[src/shared/rrx_pkg.sv]
// constants and types for the return and rotate execution block
package rrx_pkg;

  // operand and result width of the data path
  localparam int RRX_DATA_W = 8;
  // default program counter width
  localparam int RRX_PC_W = 16;

  // destination select encoding
  localparam logic RRX_DEST_ACC = 1'b0;
  localparam logic RRX_DEST_FILE = 1'b1;

  // value written to the global interrupt enable on interrupt return
  localparam logic RRX_GIE_SET_VALUE = 1'b1;

  // bit positions of the rotate
  localparam int RRX_MSB_POS = 7;
  localparam int RRX_LSB_POS = 0;

  // reset values of the data outputs
  localparam logic [7:0] RRX_DATA_RST = 8'h00;
  localparam logic RRX_FLAG_RST = 1'b0;

  // instruction selector
  typedef enum logic [1:0] {
    RRX_OP_RETURN_SUB = 2'h0,
    RRX_OP_RETURN_FROM_IRQ = 2'h1,
    RRX_OP_RETURN_WITH_LITERAL = 2'h2,
    RRX_OP_ROTATE_LEFT_CARRY = 2'h3
  } rrx_op_type;

  // execution state, a return occupies both
  typedef enum logic [0:0] {
    RRX_ST_FIRST = 1'h0,
    RRX_ST_SECOND = 1'h1
  } rrx_state_type;

endpackage

[src/rtl/rrx_exec.sv]
// execution of the return and rotate-left-through-carry instructions
//
// Overview of operation
// - irq return: load pc, pop, enable interrupts
// - literal return writes literal into accumulator
// - literal return then loads pc, pops, two cycles
// - plain return loads pc, pops, two cycles
// - rotate left through carry, updates carry, zero
// - destination bit picks accumulator or file register
`timescale 1ns/1ps

module rrx_exec
  import rrx_pkg::*;
#(
  parameter int DATA_W = RRX_DATA_W,
  parameter int PC_W = RRX_PC_W
) (
  // clock, reset, enable
  input wire logic clock,
  input wire logic resetn,
  input wire logic clk_en,
  // instruction request
  input wire logic exec_valid,
  input wire rrx_op_type exec_op,
  input wire logic [DATA_W-1:0] exec_literal,
  input wire logic exec_dest,
  input wire logic [DATA_W-1:0] exec_file_addr,
  // operands from the core
  input wire logic [DATA_W-1:0] file_rdata,
  input wire logic carry_in,
  input wire logic [PC_W-1:0] stack_top,
  // status
  output logic busy_q,
  // program counter and stack
  output logic pc_load_q,
  output logic [PC_W-1:0] pc_value_q,
  output logic stack_pop_q,
  // interrupt enable
  output logic gie_set_q,
  output logic gie_value_q,
  // accumulator write
  output logic acc_we_q,
  output logic [DATA_W-1:0] acc_wdata_q,
  // file register write
  output logic file_we_q,
  output logic [DATA_W-1:0] file_addr_q,
  output logic [DATA_W-1:0] file_wdata_q,
  // flag write
  output logic flag_we_q,
  output logic carry_q,
  output logic zero_q
);

  rrx_state_type state_q;
  rrx_op_type op_q;
  logic accept;
  logic [DATA_W-1:0] rot_result;
  logic rot_carry;
  logic is_rotate;

  // a request is taken only in the first state
  assign accept = clk_en && exec_valid && (state_q == RRX_ST_FIRST);
  assign is_rotate = (exec_op == RRX_OP_ROTATE_LEFT_CARRY);

  // rotate left through carry
  assign rot_result = {file_rdata[DATA_W-2:RRX_LSB_POS], carry_in};
  assign rot_carry = file_rdata[RRX_MSB_POS];

  // two-state sequencer, returns stay for a second cycle
  always_ff @(posedge clock) begin
    if (!resetn) begin
      state_q <= RRX_ST_FIRST;
      op_q <= RRX_OP_RETURN_SUB;
      busy_q <= 1'b0;
    end else if (clk_en) begin
      case (state_q)
        RRX_ST_FIRST: begin
          if (accept && !is_rotate) begin
            state_q <= RRX_ST_SECOND;
            op_q <= exec_op;
            busy_q <= 1'b1;
          end
        end
        RRX_ST_SECOND: begin
          state_q <= RRX_ST_FIRST;
          busy_q <= 1'b0;
        end
        default: begin
          state_q <= RRX_ST_FIRST;
          busy_q <= 1'b0;
        end
      endcase
    end
  end

  // pc reload and stack pop in the second cycle of every return
  always_ff @(posedge clock) begin
    if (!resetn) begin
      pc_load_q <= 1'b0;
      stack_pop_q <= 1'b0;
      pc_value_q <= '0;
    end else if (clk_en) begin
      pc_load_q <= (state_q == RRX_ST_SECOND);
      stack_pop_q <= (state_q == RRX_ST_SECOND);
      if (state_q == RRX_ST_SECOND) begin
        pc_value_q <= stack_top;
      end
    end
  end

  // global interrupt enable set on interrupt return only
  always_ff @(posedge clock) begin
    if (!resetn) begin
      gie_set_q <= 1'b0;
      gie_value_q <= RRX_FLAG_RST;
    end else if (clk_en) begin
      gie_set_q <= (state_q == RRX_ST_SECOND) &&
                   (op_q == RRX_OP_RETURN_FROM_IRQ);
      gie_value_q <= RRX_GIE_SET_VALUE;
    end
  end

  // accumulator write: literal return or rotate to accumulator
  always_ff @(posedge clock) begin
    if (!resetn) begin
      acc_we_q <= 1'b0;
      acc_wdata_q <= RRX_DATA_RST;
    end else if (clk_en) begin
      acc_we_q <= 1'b0;
      if (accept && exec_op == RRX_OP_RETURN_WITH_LITERAL) begin
        acc_we_q <= 1'b1;
        acc_wdata_q <= exec_literal;
      end else if (accept && is_rotate && exec_dest == RRX_DEST_ACC) begin
        acc_we_q <= 1'b1;
        acc_wdata_q <= rot_result;
      end
    end
  end

  // file register write-back of the rotate
  always_ff @(posedge clock) begin
    if (!resetn) begin
      file_we_q <= 1'b0;
      file_addr_q <= RRX_DATA_RST;
      file_wdata_q <= RRX_DATA_RST;
    end else if (clk_en) begin
      file_we_q <= accept && is_rotate && (exec_dest == RRX_DEST_FILE);
      if (accept && is_rotate) begin
        file_addr_q <= exec_file_addr;
        file_wdata_q <= rot_result;
      end
    end
  end

  // carry and zero update, rotate only; returns leave flags alone
  always_ff @(posedge clock) begin
    if (!resetn) begin
      flag_we_q <= 1'b0;
      carry_q <= RRX_FLAG_RST;
      zero_q <= RRX_FLAG_RST;
    end else if (clk_en) begin
      flag_we_q <= accept && is_rotate;
      if (accept && is_rotate) begin
        carry_q <= rot_carry;
        zero_q <= (rot_result == '0);
      end
    end
  end
endmodule

[config.mk]
export PLATFORM = sky130hd
export DESIGN_NAME = rrx_exec
export DESIGN_NICKNAME = d
export VERILOG_FILES = /design/src/shared/rrx_pkg.sv /design/src/rtl/rrx_exec.sv
export SDC_FILE = /design/constraint.sdc
export NUM_CORES = 1
export LEC_CHECK = 0
export BUFFER_PORTS_ARGS = -buffer_cell sky130_fd_sc_hd__buf_4
export CORE_MARGIN = 8
export CORE_UTILIZATION = 46
export DETAILED_ROUTE_END_ITERATION = 10
export HOLD_SLACK_MARGIN = 0.12
export PLACE_DENSITY = 0.77
export SKIP_LAST_GASP = 1
export SYNTH_ARGS = -nofsm -noshare
export SYNTH_HDL_FRONTEND = slang
export SYNTH_SLANG_ARGS = --single-unit
[constraint.sdc]
create_clock -name clock -period 1.4 [get_ports clock]
set_clock_uncertainty 0.1 [all_clocks]
set_input_delay 0.07 -clock clock [delete_from_list [all_inputs] [get_ports clock]]
set_output_delay 0.07 -clock clock [all_outputs]
set_load 0.1 [all_outputs]
==> qor.csv <==
stage,metric,value,unit
status,outcome,completed,
synth,synthArstFlopShare,0,%
clocking,htree_num_levels,2,
finish,fillers,328,
synth,synth.distinct_cells,33,
detailed_routing,first_iter_violations,80,
sta,setup_slack,0.05085,ns
detailed_routing,firstDrtPassIters,4,
finish,drive_above_1_share,32.45,%
synth,synth_edf_count,0,
sta,setup_viol,0,
grt,antenna_found_initial,0,
die,die_area,0.007090,mm2
synth,ys_ff_latch,52,
critical_path,cp_num_buf_inv,3,
finish,antennaDiodeCount,0,
die,dieWidth,84.20,um
pwr,vdd.ir_drop.worst,0.0005642,V
detailed_routing,drcViolationCount,0,
die,core,0.004598,mm2
clocking,cts_tree,built,
grt,grt_pass1_wl,10870,um
critical_path,crit_required,1.53,ns
critical_path,worst_ep_arrival_time,1.48,ns
clocking,path_clk_slew,0.09,ns
detailed_routing,viasPerCell,4.965,
finish,final_cells,433,
die,rows,25,
synth,yosys.area.top_type_share,48.65,%
placed_design,dp.cells,374,
die,initial_utilization,46.53,%
hold_path,hp-class,in -> reg,
synth,netlist_instances,238,
finish,seqCellArea,0.001044,mm2
detailed_routing,drtAntennaViolNets,0,
sta,drv_slew,0,
pwr,p_leak,1.575,nW
synth,synth_area_leaders,"dfxtp_1 (49%), nand2_1 (12%), mux2i_1 (8.0%)",
synth,yosysWarnings,0,
sta,finalCriticalPeriod,1.349,ns
clocking,numCtsBuffers,5,
synth,yosysSeqAreaShare,48.65,%
critical_path,crit_type,in -> reg,
critical_path,crit_slowest_cell,dlygate4sd3_1,
detailed_routing,drt-total-wl,6793,um
placed_design,place_hpwl,4099,um
clocking,cts_buffer_depth,2,
grt,gr-total-overflow,0,
die,die_h,84.20,um
synth,synth_flop_cell,dfxtp_1,
sta,finalHoldViolCount,0,
sta,slew_headroom,76.58,%
detailed_routing,via_count,2150,
finish,nets,426,
sta,worst-slew-pin-transition,0.3500,ns
synth,synth.avg_cell_area,8.990,um2
synth,syn_area,0.002140,mm2
clocking,cts_root_buf,clkbuf_8,
grt,grt_max_degree,26,
placed_design,gp_congestion,0.7516,
pwr,pwr_density_cell,998.5,mW/mm2
grt,grt_pass1_vias,2209,
run,max-cap-violations,0,
finish,syn2layout_area_growth,65.44,%
synth,synth_nets,286,
critical_path,cp_top_family,buffers and inverters,
pwr,finalPower,3.534,mW
sta,fin_crit_sh,96.37,%
finish,multiInputGateArea,997.2,um2
critical_path,critPathCaptureType,flop,
critical_path,crit_chain,dlygate4sd3_1 -> buf_6 -> nand2_1 -> nor2_4 -> clkbuf_16 -> mux2i_1,
placed_design,io_buffers,97,
placed_design,detailedPlace.worstSlack,0.1004,ns
sta,clock.fmax,741.2,MHz
clocking,clock_latency,0.29,ns
clocking,clock_sinks,52,
grt,track_usage,18.23,%
sta,finalSetupTns,0,ns
critical_path,cp_slowest_stage_delay,0.59,ns
critical_path,cp-start-kind,input port,
critical_path,cp_max_fo,11,
detailed_routing,wl_per_cell,15.69,um
synth,yosys.area.top_type,dfxtp_1,
die,io_pins,98,
## routing by layer
metal,vias up,wire [um],global-route usage (%)
met5,-,0,0
li1,1075,-,-
met2,90,3293,30.50
met4,0,76,4.710
met1,977,2903,21.10
met3,8,520,7.067
## power breakdown
group / switching, mW / internal [mW]
Sequential: 0.0310 / 1.53
Combinational: 0.544 / 0.324
Clock: 0.474 / 0.631
Total: 1.05 / 2.49
## what timing repair did
action                     CTS  global route
gates resized for setup      0             6
setup buffers                0             0
hold buffers                49             0
hold endpoints to repair    52             0
setup endpoints to repair    0            23
## layout make-up
class,count,share of cell area [%]
Sequential cell,52,29.48
Multi-Input combinational cell,167,28.17
Tap cell,54,1.909
Timing Repair Buffer,152,36.87
Clock buffer,7,2.722
Clock inverter,1,0.8484
## flip-flops by register name, summed over array words and instances (netlist names)
name          flops
busy_q            1
gie_set_q         1
zero_q            1
gie_value_q       1
acc_wdata_q       8
carry_q           1
acc_we_q          1
file_addr_q       8
pc_value_q       16
file_wdata_q      8
stack_pop_q       1
state_q           1
flag_we_q         1
op_q              2
file_we_q         1
## kinds of logic (layout without fill, tap and decap cells)
kind of cell           count (synthesis)  in the layout  share of synthesized area [%]
muxes                                 17             17                          7.953
buffers and inverters                 19            160                          5.322
AOI/OAI and AO/OA                     52             52                          17.31
and+or+nand+nor                       98             98                          20.76
DFF                                   52             52                          48.66
## per-stage QoR
stage | util, % | hold slack (ns) | instance area (um2)
floorplan | - | 0.1049 | 2142
global placement | 62.34 | 0.2188 | 2867
detailed placement | 62.34 | 0.2257 | 2867
CTS | 75.76 | 0.1803 | 3483
global route | 76.98 | 0.2236 | 3540
finish | 76.98 | 0.1931 | 3540
## path summary, 6_finish.rpt
| path | cells past startpoint | start | slack (ns) | to |
|---|---|---|---|---|
| worst max register to register | 3 | state_q | 0.13 | acc_wdata_q[7] |
| worst max-delay path | 6 | exec_op[0] | 0.05 | file_addr_q[0] |
| worst min register to register | 2 | pc_value_q[13] | 0.36 | pc_value_q[13] |
| worst min-delay path | 4 | clk_en | 0.19 | zero_q |
## cells in the final DEF (no fill, tap or decap), types with 2 or more instances in the layout
cell / instances
a21boi_0: 10
a21boi_1: 10
a21oi_1: 8
buf_4: 97
buf_6: 3
clkbuf_8: 7
dfxtp_1: 50
dfxtp_2: 2
dlygate4sd3_1: 48
mux2i_1: 17
nand2_1: 71
nand2b_1: 2
nor2_1: 10
nor2b_1: 2
o21a_1: 3
o21ai_0: 9
o221a_2: 2
o22a_1: 8
## synth_stat cells, types with 2 or more instances
cell type and instances:
a21boi_1 10, o21ai_0 9, nand2_1 71, buf_2 6, nor2b_1 2, dfxtp_1 52, nand2b_1 2, o221a_2 2
o21a_1 3, a21oi_1 8, o22a_1 8, clkbuf_1 5, buf_6 2, nor2_1 10, a21boi_0 10, mux2i_1 17
buf_4 5
## tightest hold or removal path: stages
cell and delay, ns:
buf_4 0.14, and3b_4 0.21, nand4_1 0.07, o21ai_0 0.06
No activity file was read; power rests on OpenSTA's default activity.
